### src/rtl/idle_cfg_pkg.sv
package idle_cfg_pkg;
   localparam logic [11:0] CFG_INDEX     = 12'h001;
   localparam logic [11:0] CFG_ADDR      = 12'h004;
   localparam logic [11:0] STATUS_ADDR   = 12'h010;
   localparam logic [11:0] MASK_ADDR     = 12'h014;
   localparam logic [11:0] ACTIVE_ADDR   = 12'h018;
   localparam int          CPU_BIT       = 0;
   localparam int          MASTER_BIT    = 1;
   localparam int          ICACHE_BIT    = 2;
   localparam int          PERI_BIT      = 3;
   localparam int          CLK_BIT       = 4;
   localparam int          EXT_MEM_INTERFACE_BIT      = 5;
   localparam int          IO_BIT        = 6;
   localparam int          DMA_BIT       = 7;
   localparam int          FETCH_BIT     = 8;
   localparam int          CLKEXT_BIT    = 9;
   localparam logic [15:0] CFG_WR_MASK   = 16'h03FF;
   localparam logic [15:0] CFG_RESET     = 16'h0000;
   localparam logic [15:0] CLK_NEED_MASK = 16'h03F7;
   localparam int          EV_BUSERR     = 0;
   localparam int          EV_IDLE       = 1;
   localparam logic [1:0]  EV_MASK_ALL   = 2'h3;

   // gated domains, one enable bit per domain, as applied by the last IDLE
   typedef struct packed {
      logic clkgen;
      logic fetch;
      logic dma_host;
      logic io_space;
      logic ext_mem;
   } domain_t;

   typedef struct packed {
      logic [15:0] cfg;
      domain_t     idle;
      logic [1:0]  status;
      logic [1:0]  mask;
      logic        irq;
      logic        buserr;
      logic        pready;
      logic        pslverr;
      logic [31:0] prdata;
   } state_t;
endpackage

### src/rtl/idle_domain_config.sv
`timescale 1ns/1ps
`default_nettype none
module idle_domain_config
(
   // clock and reset
   input  wire logic                  core_clk_in,
   input  wire logic                  sys_rst_in,
   // apb slave
   input  wire logic                  psel_in,
   input  wire logic                  penable_in,
   input  wire logic                  pwrite_in,
   input  wire logic [11:0]           paddr_in,
   input  wire logic [31:0]           pwdata_in,
   output var  logic [31:0]           prdata_out,
   output var  logic                  pready_out,
   output var  logic                  pslverr_out,
   // idle instruction strobe from the core
   input  wire logic                  idle_exec_in,
   // domain idle controls and events
   output var  idle_cfg_pkg::domain_t idle_out,
   output var  logic                  bus_error_out,
   output var  logic                  irq_out
);
   import idle_cfg_pkg::*;

   // how the block behaves, for whoever picks it up next:
   // software parks idle requests in one configuration word, and nothing
   // happens to any domain until the core signals that IDLE executes;
   // on that strobe the stored bits are copied into the gated domain
   // outputs in a single edge, so every domain switches together
   //
   // the clock generator is special: stopping it takes the whole chip down,
   // so it is only honoured when every companion bit is also set; any
   // request pattern that sets the base clock generator bit without them becomes
   // a bus error event and the clock generator keeps running
   //
   // the event status word records bus errors and applied idles; it is
   // sticky, cleared by writing ones, and a set in the same cycle wins
   // so that no event can be lost to a late clear
   //
   // the interrupt output is a plain level, high while any unmasked status
   // bit is set; software clears the cause and the level drops on the same edge as the status bit
   //
   // register words, one per aligned byte address on the apb side:
   //    configuration  - idle requests, bits 9..0 live, 15..10 read zero
   //    status         - bit 0 bus error, bit 1 idle applied, write one to clear
   //    mask           - same layout as status, a one enables the interrupt
   //    active         - readback of the gated domain outputs, read only
   // any other address answers with an error response and changes nothing
   //
   // bus timing: the access is taken on the first edge with select and
   // enable high; ready rises from that edge and the master drops the
   // request on the next one, so every access costs one wait state; the
   // ready flop also blocks a second take of the same held request
   //
   // limitation: the processor, master, cache and peripheral bits are
   // stored, and all but the peripheral bit enter the clock rule, but they drive no gated output here;
   // the domains that need them are switched by other logic
   //
   // hazard: a configuration write in the same cycle as IDLE does not
   // reach that IDLE; the strobe always sees the word stored before it

   // one packed state word; s_d is its only next-state source
   state_t      s_q;
   state_t      s_d;

   // decoded bus access, valid in the cycle before pready rises
   logic        bus_take;                    // access phase seen, answer not yet given
   logic        bus_wr;                      // taken access is a write
   logic        hit_cfg;                     // address selects the configuration word
   logic        hit_status;                  // address selects the event status word
   logic        hit_mask;                    // address selects the event mask word
   logic        hit_active;                  // address selects the domain readback
   logic        hit_any;                     // address selects any mapped word
   logic [31:0] rd_word;                     // read data for the decoded address

   // idle request decode, all taken from the stored configuration
   logic        clk_req;                     // base clock generator request bit
   logic        clk_ext;                     // extended clock generator request bit
   logic        clk_illegal;                 // clock request without every companion bit
   logic        clk_stop;                    // legal request to stop the clock generator
   domain_t     dom_next;                    // domain set that an IDLE would apply now

   // event sources and software clears
   logic [1:0]  ev_set;                      // events raised in this cycle
   logic [1:0]  ev_clr;                      // write-one-to-clear bits from software
   logic [1:0]  status_next;                 // status after set and clear

   // clock generator may only be idled with every companion bit set
   function automatic logic clk_combo_ok(input logic [15:0] c);
      clk_combo_ok = ((c & CLK_NEED_MASK) == CLK_NEED_MASK);
   endfunction

   // true when a byte address selects the given register word
   function automatic logic addr_is(input logic [11:0] a, input logic [11:0] target);
      addr_is = (a == target);
   endfunction

   // only the implemented bits of a written configuration word survive,
   // so the reserved upper bits can never be read back as ones
   function automatic logic [15:0] cfg_filter(input logic [31:0] w);
      cfg_filter = w[15:0] & CFG_WR_MASK;
   endfunction

   // zero-extend a two-bit event field onto the bus width
   function automatic logic [31:0] ev_word(input logic [1:0] v);
      ev_word = {30'h0, v};
   endfunction

   // map the stored request bits onto the gated domain outputs
   function automatic domain_t port_bits(input logic [15:0] c, input logic stop_clk);
      domain_t d;
      d          = '0;
      d.clkgen   = stop_clk;
      d.fetch    = c[FETCH_BIT];
      d.dma_host = c[DMA_BIT];
      d.io_space = c[IO_BIT];
      d.ext_mem  = c[EXT_MEM_INTERFACE_BIT];
      port_bits  = d;
   endfunction

   // interrupt level from a status and a mask word
   function automatic logic irq_level(input logic [1:0] st, input logic [1:0] mk);
      irq_level = |(st & mk & EV_MASK_ALL);
   endfunction

   // bus decode; the access is taken once, on the edge at which pready rises
   assign bus_take   = psel_in && penable_in && !s_q.pready;
   assign bus_wr     = bus_take && pwrite_in;
   assign hit_cfg    = addr_is(paddr_in, CFG_ADDR);
   assign hit_status = addr_is(paddr_in, STATUS_ADDR);
   assign hit_mask   = addr_is(paddr_in, MASK_ADDR);
   assign hit_active = addr_is(paddr_in, ACTIVE_ADDR);
   assign hit_any    = hit_cfg || hit_status || hit_mask || hit_active;

   // read mux; an unmapped word reads zero and is flagged elsewhere
   always_comb
   begin
      rd_word = 32'h0000_0000;
      if (hit_cfg)
      begin
         rd_word = {16'h0000, s_q.cfg};
      end
      else if (hit_status)
      begin
         rd_word = ev_word(s_q.status);
      end
      else if (hit_mask)
      begin
         rd_word = ev_word(s_q.mask);
      end
      else if (hit_active)
      begin
         rd_word = {27'h0, s_q.idle};
      end
      else
      begin
         rd_word = 32'h0000_0000;
      end
   end

   // clock generator request check; works on the stored word only, so a
   // write landing in the same cycle as IDLE cannot sneak past the rule
   assign clk_req     = s_q.cfg[CLK_BIT];
   assign clk_ext     = s_q.cfg[CLKEXT_BIT];
   assign clk_illegal = clk_req && !clk_combo_ok(s_q.cfg);
   assign clk_stop    = clk_req && clk_ext && !clk_illegal;
   assign dom_next    = port_bits(s_q.cfg, clk_stop);

   // event sources; an IDLE raises exactly one of the two events
   always_comb
   begin
      ev_set = 2'h0;
      ev_clr = 2'h0;
      if (idle_exec_in)
      begin
         ev_set[EV_BUSERR] = clk_illegal;
         ev_set[EV_IDLE]   = !clk_illegal;
      end
      if (bus_wr && hit_status)
      begin
         ev_clr = pwdata_in[1:0];
      end
   end

   // set wins over a write-one clear in the same cycle
   assign status_next = (s_q.status & ~ev_clr) | ev_set;

   // next state: bus answer, register writes, idle application
   always_comb
   begin
      s_d         = s_q;
      s_d.pready  = bus_take;
      s_d.pslverr = 1'b0;
      s_d.buserr  = 1'b0;
      // read data loads once per access and holds until the next one; pslverr lasts one cycle
      if (bus_take)
      begin
         s_d.prdata  = rd_word;
         s_d.pslverr = !hit_any;                               // unmapped answers error
      end
      // writes only touch storage; no domain moves here
      if (bus_wr && hit_cfg)
      begin
         s_d.cfg = cfg_filter(pwdata_in);
      end
      if (bus_wr && hit_mask)
      begin
         s_d.mask = pwdata_in[1:0];
      end
      // settings are latched into the domains only at an IDLE
      if (idle_exec_in)
      begin
         s_d.idle   = dom_next;
         s_d.buserr = clk_illegal;
      end
      s_d.status = status_next;
      s_d.irq    = irq_level(status_next, s_d.mask);
   end

   // single state register
   always_ff @(posedge core_clk_in)
   begin
      if (sys_rst_in)
      begin
         s_q        <= '0;
         s_q.cfg    <= CFG_RESET;
      end
      else
      begin
         s_q <= s_d;
      end
   end

   // outputs straight from flops
   assign prdata_out    = s_q.prdata;
   assign pready_out    = s_q.pready;
   assign pslverr_out   = s_q.pslverr;
   assign idle_out      = s_q.idle;
   assign bus_error_out = s_q.buserr;
   assign irq_out       = s_q.irq;
endmodule
`default_nettype wire

### config.mk
export PLATFORM = sky130hd
export DESIGN_NAME = idle_domain_config
export DESIGN_NICKNAME = d
export VERILOG_FILES = /design/src/rtl/idle_cfg_pkg.sv /design/src/rtl/idle_domain_config.sv
export SDC_FILE = /design/constraint.sdc
export NUM_CORES = 1
export LEC_CHECK = 0
export BUFFER_PORTS_ARGS = -buffer_cell sky130_fd_sc_hd__buf_2
export CAP_MARGIN = 20
export CORE_MARGIN = 3
export CORE_UTILIZATION = 44
export DETAILED_ROUTE_END_ITERATION = 8
export PLACE_DENSITY = 0.86
export SYNTH_ARGS = -nofsm -noshare
export SYNTH_HDL_FRONTEND = slang
export SYNTH_SLANG_ARGS = --single-unit
### constraint.sdc
create_clock -name core_clk_in -period 2.15 [get_ports core_clk_in]
set_clock_uncertainty 0.15 [all_clocks]
set_input_delay 0.3225 -clock core_clk_in [delete_from_list [all_inputs] [get_ports core_clk_in]]
set_output_delay 0.3225 -clock core_clk_in [all_outputs]
set_load 0.05 [all_outputs]
==> impl_metrics.py, run 1 <==
metrics = {
    "run_status": {
        "status": "completed",
    },
    "cells_and_area": {
        "final_layout_size_suffix_gt1_share_pct": 27.6,
        "layout_common_cells": "buf_2, dfxtp_1, nor2_1",
        "layout_commonest_cell": "buf_2",
        "fillers": 331,
        "area_delta_synth_final_pct": 9.40,
        "multi_input_area_um2": 771,
        "fin_nets": 274,
        "antenna-diode-count": 0,
        "register_area_um2": 661,
    },
    "synthesis": {
        "syn_area_mm2": 0.00168,
        "synth_compound_area_share_pct": 9.02,
        "synth_area_per_cell_um2": 8.69,
        "synth_edf_count": 0,
        "synth-seq-area-share_pct": 39.4,
        "synth_seq_cells": 33,
        "synth-async-reset-ratio_pct": 0,
        "synth_xor_area_share_pct": 0,
        "yosys.area_share.adder_pct": 0,
        "yosys_most_used_dff": "dfxtp_1",
        "yosysUniqueCellTypes": 35,
        "muxShareOfSynthArea_pct": 10.3,
        "synthSimpleGateAreaFrac_pct": 21.4,
        "ys_warn_count": 0,
        "synth_top_family_by_area": "simple AND/OR/NAND/NOR gates",
        "synth_cells": 193,
    },
    "grt": {
        "antenna_found_initial": 0,
        "grt_max_degree": 23,
        "use_met3_pct": 5.32,
        "busiest_layer": "met2",
        "use_met1_pct": 20.9,
        "grt_overflow": 0,
        "grt_pass1_vias": 1236,
        "grt_pass1_wl_mm": 5.57,
        "gr-usage-met2_pct": 25.3,
        "grt_use_total_pct": 16.2,
    },
    "timing": {
        "setup_viol": 0,
        "fin_ws_ns": 0.344,
        "max_freq_mhz": 554,
        "drv_slew": 0,
        "hold_viol_final": 0,
        "rsz0062_at_grt": "false",
        "finalCritPeriodShare_pct": 84.0,
        "setup_tns_ns": 0,
        "period_minus_slack_ns": 1.81,
    },
    "critical_path": {
        "path_max_fanout": 4,
        "crit-reg2reg-launch": "pready_out",
        "startpoint": "paddr_in[0]",
        "rrSetupSlack_ns": 0.36,
        "crit_path_top_delay_cell": "or4_4",
        "crit_chain": "buf_2, or4_4, nor4_4, nand3_1, a22oi_1, o22ai_1",
        "cpPeakStageDelay_ns": 0.55,
        "cp-start-kind": "input port",
        "arrival_ns": 1.81,
        "cp_data_required_time_ns": 2.16,
        "worst-path-buf-inv": 1,
        "end_kind": "register",
        "crit_type": "in -> reg",
        "crit_family": "simple AND/OR/NAND/NOR gates",
    },
    "pwr": {
        "power.internal_mw": 0.882,
        "pwr-share-seq_pct": 49.5,
        "clkPwrFrac_pct": 34.9,
        "combPwrFrac_pct": 15.6,
        "p_leak_nw": 0.825,
        "swShare_pct": 29.8,
        "ir_worst_vdd_mv": 0.374,
        "p_per_area_mw_per_mm2": 684,
        "switchingPower_mw": 0.374,
        "p_total_mw": 1.26,
    },
    "hold_path": {
        "hp-class": "in -> reg",
        "worstHoldStart": "sys_rst_in",
    },
    "route": {
        "drtPass1Iterations": 4,
        "ant_nets": 0,
        "routed_wl_mm": 3.57,
        "drc_errors": 0,
        "vias": 1356,
        "viasPerCell": 5.00,
        "wl_per_cell_um": 13.2,
        "drtIter0Drc": 60,
    },
    "placement": {
        "portBuffers": 46,
        "pre_cts_ws_ns": 0.0699,
        "place_hpwl_mm": 2.76,
        "gp_congestion": 0.821,
    },
    "clock_tree": {
        "cts_tree": "built",
        "clk_latency_ns": 0.28,
        "cts_root_buf": "clkbuf_8",
        "post_cts_resized": 0,
        "cts_sinks": 33,
        "clockBufferDepth": 2,
        "cts-buffers-inserted": 5,
        "holdBufCountCts": 0,
        "clk_pin_slew_worst_paths_ns": 0.06,
        "cts_setup_buffers": 0,
        "htree_levels": 2,
    },
    "flow_run": {
        "maxCapViolations": 0,
    },
    "floorplanning": {
        "die_w_um": 67.8,
        "dieArea_mm2": 0.00459,
        "rows": 21,
        "initial_utilization_pct": 48.0,
        "num_io_pins": 91,
        "die_h_um": 67.8,
        "core_area_mm2": 0.00349,
    },
}
Yosys cell counts, drive strengths merged, types with 2 or more instances:
cell type / n / share of area [%]
nand2: 9 / 2.0
inv: 5 / 1.1
o21ai: 5 / 1.5
a221oi: 3 / 1.6
nor4: 4 / 2.4
mux2i: 15 / 8.9
dfxtp: 33 / 39
nand4b: 3 / 1.6
nor3: 4 / 1.2
nor2b: 3 / 1.1
and3b: 2 / 1.0
nor2: 26 / 6.0
mux2: 2 / 1.3
or4: 2 / 1.1
a21oi: 8 / 2.4
buf: 38 / 17
clkbuf: 7 / 1.6
nand3: 10 / 3.0
power groups by stage:
stage / logic (mW) / registers, mW / clock network, mW
after floorplan: 0.180 / 0.640 / 0
after global placement: 0.191 / 0.636 / 0
after detailed placement: 0.194 / 0.636 / 0
after CTS: 0.195 / 0.622 / 0.447
after global routing: 0.208 / 0.623 / 0.475
final: 0.196 / 0.622 / 0.438
layer usage:
metal / up-vias / wire length (um) / share of wire, %
met5: - / 0 / 0
met4: 0 / 51 / 1.4
met3: 5 / 317 / 8.9
met2: 60 / 1690 / 47
met1: 627 / 1510 / 42
li1: 664 / - / -
registers in the layout, summed over array words and instances, names as in the netlist:
signal         flops
idle_out           5
pslverr_out        1
prdata_out        10
dom_next           4
pready_out         1
irq_out            1
bus_error_out      1
clk_ext            1
clk_req            1
s_q                8
area by class of cell:
cell class	instances	share of cell area, %
multi-input combinational	131	42.0
timing repair buffer	48	13.4
clock buffer	6	3.95
sequential	33	36.0
clock inverter	2	0.545
tap	46	3.14
inverter	5	1.02
cell families (layout without fill, tap and decap cells):
| logic type | count (synthesis) | after routing |
|---|---|---|
| simple gates | 68 | 68 |
| flops | 33 | 33 |
| buf+inv | 50 | 61 |
| mux | 17 | 17 |
| other cells | 1 | 22 |
| compound gates | 24 | 24 |
worst paths after layout:
check,depth (start not counted),endpoint
worst min register to register,2,prdata_out[8]
worst max register to register,5,irq_out
worst min-delay path,2,prdata_out[0]
worst max-delay path,6,irq_out
per-stage QoR:
stage	instances	hold slack [ns]	instance area, um^2	utilization [%]
2_1_floorplan	214	0.282	1760	-
3_3_place_gp	263	0.289	1750	50.2
3_5_place_dp	263	0.292	1750	50.2
4_1_cts	271	0.0760	1840	52.5
5_1_grt	271	0.0944	1840	52.5
6_report	271	0.0847	1840	52.5
Note: power is estimated with default switching activity, not from simulation.
==> inputs of run 2 (changes only) <==
--- a/config.mk
+++ b/config.mk
@@ -8,9 +8,9 @@
 export BUFFER_PORTS_ARGS = -buffer_cell sky130_fd_sc_hd__buf_2
 export CAP_MARGIN = 20
 export CORE_MARGIN = 3
-export CORE_UTILIZATION = 44
+export CORE_UTILIZATION = 40
 export DETAILED_ROUTE_END_ITERATION = 8
-export PLACE_DENSITY = 0.86
+export PLACE_DENSITY = 0.83
 export SYNTH_ARGS = -nofsm -noshare
 export SYNTH_HDL_FRONTEND = slang
 export SYNTH_SLANG_ARGS = --single-unit
==> constraint.sdc (replaced) <==
create_clock -name core_clk_in -period 1.6 [get_ports core_clk_in]
set_clock_uncertainty 0.15 [all_clocks]
set_input_delay 0.24 -clock core_clk_in [delete_from_list [all_inputs] [get_ports core_clk_in]]
set_output_delay 0.24 -clock core_clk_in [all_outputs]
set_load 0.05 [all_outputs]
==> impl_metrics.py, run 2 (synthesis results as in run 1) <==
metrics = {
    "hold_path": {
        "hold_path_depth": 3,
        "hp-class": "in -> reg",
    },
    "clock_tree": {
        "cts_tree": "built",
        "cts_root_buf": "clkbuf_8",
        "htree_levels": 2,
        "clk_pin_slew_worst_paths_ns": 0.06,
        "clockBufferDepth": 2,
        "cts-buffers-inserted": 5,
        "clk_latency_ns": 0.29,
        "cts_sinks": 33,
        "holdBufCountCts": 0,
    },
    "timing": {
        "finalCritPeriodShare_pct": 104,
        "period_minus_slack_ns": 1.66,
        "finalHoldWorstSlack_ns": 0.0419,
        "fin_ws_ns": -0.0607,
        "rsz0062_at_grt": "true",
        "setup_viol": 5,
        "hold_viol_final": 0,
        "max_freq_mhz": 602,
        "drv_slew": 0,
    },
    "pwr": {
        "p_leak_nw": 0.936,
        "p_per_area_mw_per_mm2": 838,
        "power.internal_mw": 1.21,
        "ir_worst_vdd_mv": 0.404,
        "pwr-share-seq_pct": 48.3,
        "swShare_pct": 30.2,
        "clkPwrFrac_pct": 34.1,
        "switchingPower_mw": 0.524,
        "combPwrFrac_pct": 17.7,
    },
    "cells_and_area": {
        "fillers": 335,
        "layout_commonest_cell": "buf_2",
        "fin_nets": 289,
        "largest_reg_flops": 10,
        "layout_common_cells": "buf_2, dfxtp_1, nor2_1",
        "area_delta_synth_final_pct": 23.4,
        "antenna-diode-count": 0,
        "final_layout_size_suffix_gt1_share_pct": 36.3,
        "multi_input_area_um2": 848,
        "final_util_pct": 53.7,
        "register_area_um2": 661,
    },
    "floorplanning": {
        "num_io_pins": 91,
        "die_h_um": 70.8,
        "die_w_um": 70.8,
        "core_area_mm2": 0.00385,
        "rows": 22,
        "dieArea_mm2": 0.00501,
        "initial_utilization_pct": 43.5,
    },
    "grt": {
        "antenna_found_initial": 0,
        "grt_use_total_pct": 16.1,
        "grt_overflow": 0,
        "grt_pass1_wl_mm": 6.38,
        "grt_pass1_vias": 1356,
        "grt_max_degree": 20,
    },
    "placement": {
        "place_hpwl_mm": 3.02,
        "portBuffers": 46,
        "pre_cts_ws_ns": -0.384,
        "gp_congestion": 0.906,
    },
    "critical_path": {
        "cp_data_required_time_ns": 1.67,
        "end_kind": "register",
        "worstRegToRegCells": 5,
        "startpoint": "paddr_in[5]",
        "crit-reg2reg-launch": "pready_out",
        "crit_type": "in -> reg",
        "arrival_ns": 1.73,
        "path_max_fanout": 3,
        "regToRegEndpoint": "irq_out",
        "rrSetupSlack_ns": -0.04,
        "cp-start-kind": "input port",
        "cp-endpoint": "prdata_out[2]",
    },
    "run_status": {
        "violations": "setup timing",
        "status": "finished with violations",
    },
    "route": {
        "viasPerCell": 5.38,
        "drtPass1Iterations": 6,
        "drc_errors": 0,
        "routed_wl_mm": 4.48,
        "ant_nets": 0,
        "wl_per_cell_um": 15.6,
        "vias": 1550,
        "drtIter0Drc": 210,
    },
    "flow_run": {
        "maxCapViolations": 0,
    },
}
## run 2: cell types whose count changed in the layout (fill, tap and decap cells not counted), moves of 2 or more
cell      change
nor4_1        -2
buf_2         -5
buf_6         +6
nor4_4        +2
buf_4        +13
a221oi_2      +3
a221oi_1      -3
## run 2: timing repair
item                       in CTS  in global routing
cloned                          1                  0
pin swaps                       7                 17
gates resized for setup         7                 20
buffers inserted                2                  1
setup endpoints to repair       6                 16
## run 2: how the worst min path moves through the flow
| stage | from | endpoint | slack, ns |
|---|---|---|---|
| floorplan | pwdata_in[9] | clk_ext | 0.24 |
| global placement | prdata_out[6] | prdata_out[6] | 0.29 |
| detailed placement | prdata_out[6] | prdata_out[6] | 0.29 |
| CTS | pwdata_in[5] | dom_next[0] | 0.03 |
| global route | pwdata_in[9] | clk_ext | 0.05 |
| finish | pwdata_in[6] | dom_next[1] | 0.04 |
## run 2: layout make-up
cell class / instances / area share, %
flip-flops and latches: 33 / 31.9
repair buffers: 63 / 19.3
multi-input cells: 131 / 41.0
inverters: 5 / 0.906
clock inverters: 2 / 0.483
clock buffers: 6 / 3.50
well taps: 48 / 2.90
## run 2: worst max-delay path: stages
cell and delay, ns:
buf_6 0.09, or4_4 0.55, nor4_4 0.33, buf_4 0.18, and2_4 0.16, a221oi_2 0.07, nor2_1 0.11
## run 2: power by group through the flow
stage,clock [mW],sequential [mW],combinational [mW]
5_1_grt,0.639,0.837,0.323
2_1_floorplan,0,0.861,0.243
3_5_place_dp,0,0.855,0.277
3_3_place_gp,0,0.855,0.272
6_report,0.591,0.837,0.307
4_1_cts,0.606,0.837,0.284
## run 2: routing by layer
metal | GRT usage (%) | vias to the layer above | share of wire (%)
met3 | 5.26 | 24 | 8.2
met1 | 19.7 | 726 | 40
met5 | 0 | - | 0
met4 | 8.77 | 0 | 4.4
li1 | - | 694 | -
met2 | 25.1 | 106 | 47
## run 2: stage by stage
stage / instances / area, um^2 / power, mW / TNS (ns)
after global routing: 288 / 2070 / 1.80 / -0.940
after global placement: 276 / 1850 / 1.13 / -4.77
after detailed placement: 276 / 1850 / 1.13 / -5.76
after CTS: 287 / 1970 / 1.73 / -0.0305
final: 288 / 2070 / 1.73 / -0.232
after floorplan: 214 / 1770 / 1.10 / -0.514
==> inputs of run 3 (changes only) <==
--- a/config.mk
+++ b/config.mk
@@ -10,7 +10,7 @@
 export CORE_MARGIN = 3
 export CORE_UTILIZATION = 40
 export DETAILED_ROUTE_END_ITERATION = 8
-export PLACE_DENSITY = 0.83
+export PLACE_DENSITY_LB_ADDON = 0.12
 export SYNTH_ARGS = -nofsm -noshare
 export SYNTH_HDL_FRONTEND = slang
 export SYNTH_SLANG_ARGS = --single-unit
==> impl_metrics.py, run 3 (synthesis results as in run 1) <==
metrics = {
    "critical_path": {
        "crit-reg2reg-launch": "pready_out",
        "path_max_fanout": 4,
        "crit_type": "in -> reg",
        "startpoint": "paddr_in[0]",
        "end_kind": "register",
        "arrival_ns": 1.66,
        "worstRegToRegCells": 5,
        "cp-start-kind": "input port",
        "cp_data_required_time_ns": 1.62,
        "regToRegEndpoint": "clk_req",
        "rrSetupSlack_ns": 0.05,
        "cp-endpoint": "irq_out",
    },
    "floorplanning": {
        "initial_utilization_pct": 43.5,
        "die_w_um": 70.8,
        "dieArea_mm2": 0.00501,
        "num_io_pins": 91,
        "die_h_um": 70.8,
        "rows": 22,
        "core_area_mm2": 0.00385,
    },
    "route": {
        "ant_nets": 0,
        "wl_per_cell_um": 13.6,
        "drtPass1Iterations": 4,
        "drc_errors": 0,
        "viasPerCell": 4.95,
        "routed_wl_mm": 3.94,
        "vias": 1436,
        "drtIter0Drc": 81,
    },
    "grt": {
        "grt_pass1_vias": 1331,
        "grt_max_degree": 15,
        "grt_use_total_pct": 15.5,
        "grt_pass1_wl_mm": 6.25,
        "antenna_found_initial": 0,
        "grt_overflow": 0,
    },
    "pwr": {
        "power.internal_mw": 1.20,
        "p_total_mw": 1.73,
        "p_leak_nw": 0.916,
        "swShare_pct": 30.5,
        "ir_worst_vdd_mv": 0.451,
        "pwr-share-seq_pct": 48.4,
        "clkPwrFrac_pct": 34.9,
        "p_per_area_mw_per_mm2": 856,
        "combPwrFrac_pct": 16.7,
        "switchingPower_mw": 0.526,
    },
    "clock_tree": {
        "holdBufCountCts": 0,
        "htree_levels": 2,
        "cts_root_buf": "clkbuf_8",
        "clk_latency_ns": 0.28,
        "cts_tree": "built",
        "clockBufferDepth": 2,
        "cts-buffers-inserted": 5,
        "cts_sinks": 33,
        "clk_pin_slew_worst_paths_ns": 0.07,
    },
    "placement": {
        "placed_cells": 279,
        "portBuffers": 46,
        "placed_area_mm2": 0.00187,
        "gp_congestion": 0.774,
        "place_hpwl_mm": 3.11,
    },
    "hold_path": {
        "hp-class": "in -> reg",
    },
    "cells_and_area": {
        "antenna-diode-count": 0,
        "fin_area_mm2": 0.00202,
        "layout_commonest_cell": "buf_2",
        "layout_common_cells": "buf_2, dfxtp_1, nor2_1",
        "area_delta_synth_final_pct": 20.2,
        "final_layout_size_suffix_gt1_share_pct": 35.1,
        "largest_reg_flops": 10,
        "final_cells": 290,
        "fin_nets": 291,
    },
    "run_status": {
        "status": "finished with violations",
        "violations": "setup timing",
    },
    "timing": {
        "finalCritPeriodShare_pct": 102,
        "drv_slew": 0,
        "rsz0062_at_grt": "true",
        "setup_tns_ns": -0.0359,
        "hold_viol_final": 0,
        "finalHoldWorstSlack_ns": 0.0395,
        "fin_ws_ns": -0.0359,
        "max_freq_mhz": 611,
        "setup_viol": 1,
        "period_minus_slack_ns": 1.64,
    },
    "flow_run": {
        "maxCapViolations": 0,
    },
}
run 3: cell count changes in the layout (fill, tap and decap cells not counted), moves of 3 or more:
cell      delta
a221oi_2     -3
buf_2        +3
buf_6        -4
a221oi_1     +3
buf_4        +4
run 3: cell type report:
type                            instances  area, um^2
Clock buffer                            5        68.8
Inverter                                5        18.8
Sequential cell                        33         661
Fill cell                             402        1840
Multi-Input combinational cell        131         806
Timing Repair Buffer                   65         385
Tap cell                               48        60.1
Clock inverter                          3        17.5
run 3: metrics by stage:
step                      util [%]  worst slack, ns
after floorplan                  -           -0.120
after global placement        48.6           -0.315
after detailed placement      48.6           -0.379
after CTS                     51.2          -0.0196
after global routing          52.3           -0.107
final                         52.3          -0.0359
run 3: power groups by stage:
stage                     logic [mW]  clock network [mW]  registers [mW]
after global routing           0.306               0.661           0.837
after CTS                      0.282               0.625           0.836
after detailed placement       0.279                   0           0.855
after floorplan                0.243                   0           0.861
final                          0.288               0.602           0.836
after global placement         0.274                   0           0.855
run 3: worst max-delay path, stage by stage:
cell and delay (ns):
buf_6 0.09, or4_4 0.55, nor4_4 0.34, nand3_1 0.14, a31oi_2 0.19, o22ai_1 0.10
run 3: per-layer routing:
metal  vias to the layer above  global-route usage [%]  share of wire, %
met5                         -                       0                 0
met4                         0                    4.59              0.69
met3                         4                    5.54               6.2
met2                        52                    23.9                48
met1                       676                    20.5                45
li1                        704                       -                 -
run 3: how the worst min path moves through the flow:
stage             startpoint             to  cells after the start
2_1_floorplan   pwdata_in[9]        clk_ext                      2
3_3_place_gp   prdata_out[9]  prdata_out[9]                      2
3_5_place_dp   prdata_out[8]  prdata_out[8]                      2
4_1_cts         pwdata_in[9]        clk_ext                      3
5_1_grt         pwdata_in[2]        s_q[47]                      3
6_report        pwdata_in[9]        clk_ext                      3
run 3: repair_timing:
action	CTS	global route
buffers inserted	0	2
resized for setup	2	8
cloned	0	1
pin swaps	1	2
endpoints found under the hold margin	0	0
setup endpoints to repair	8	18
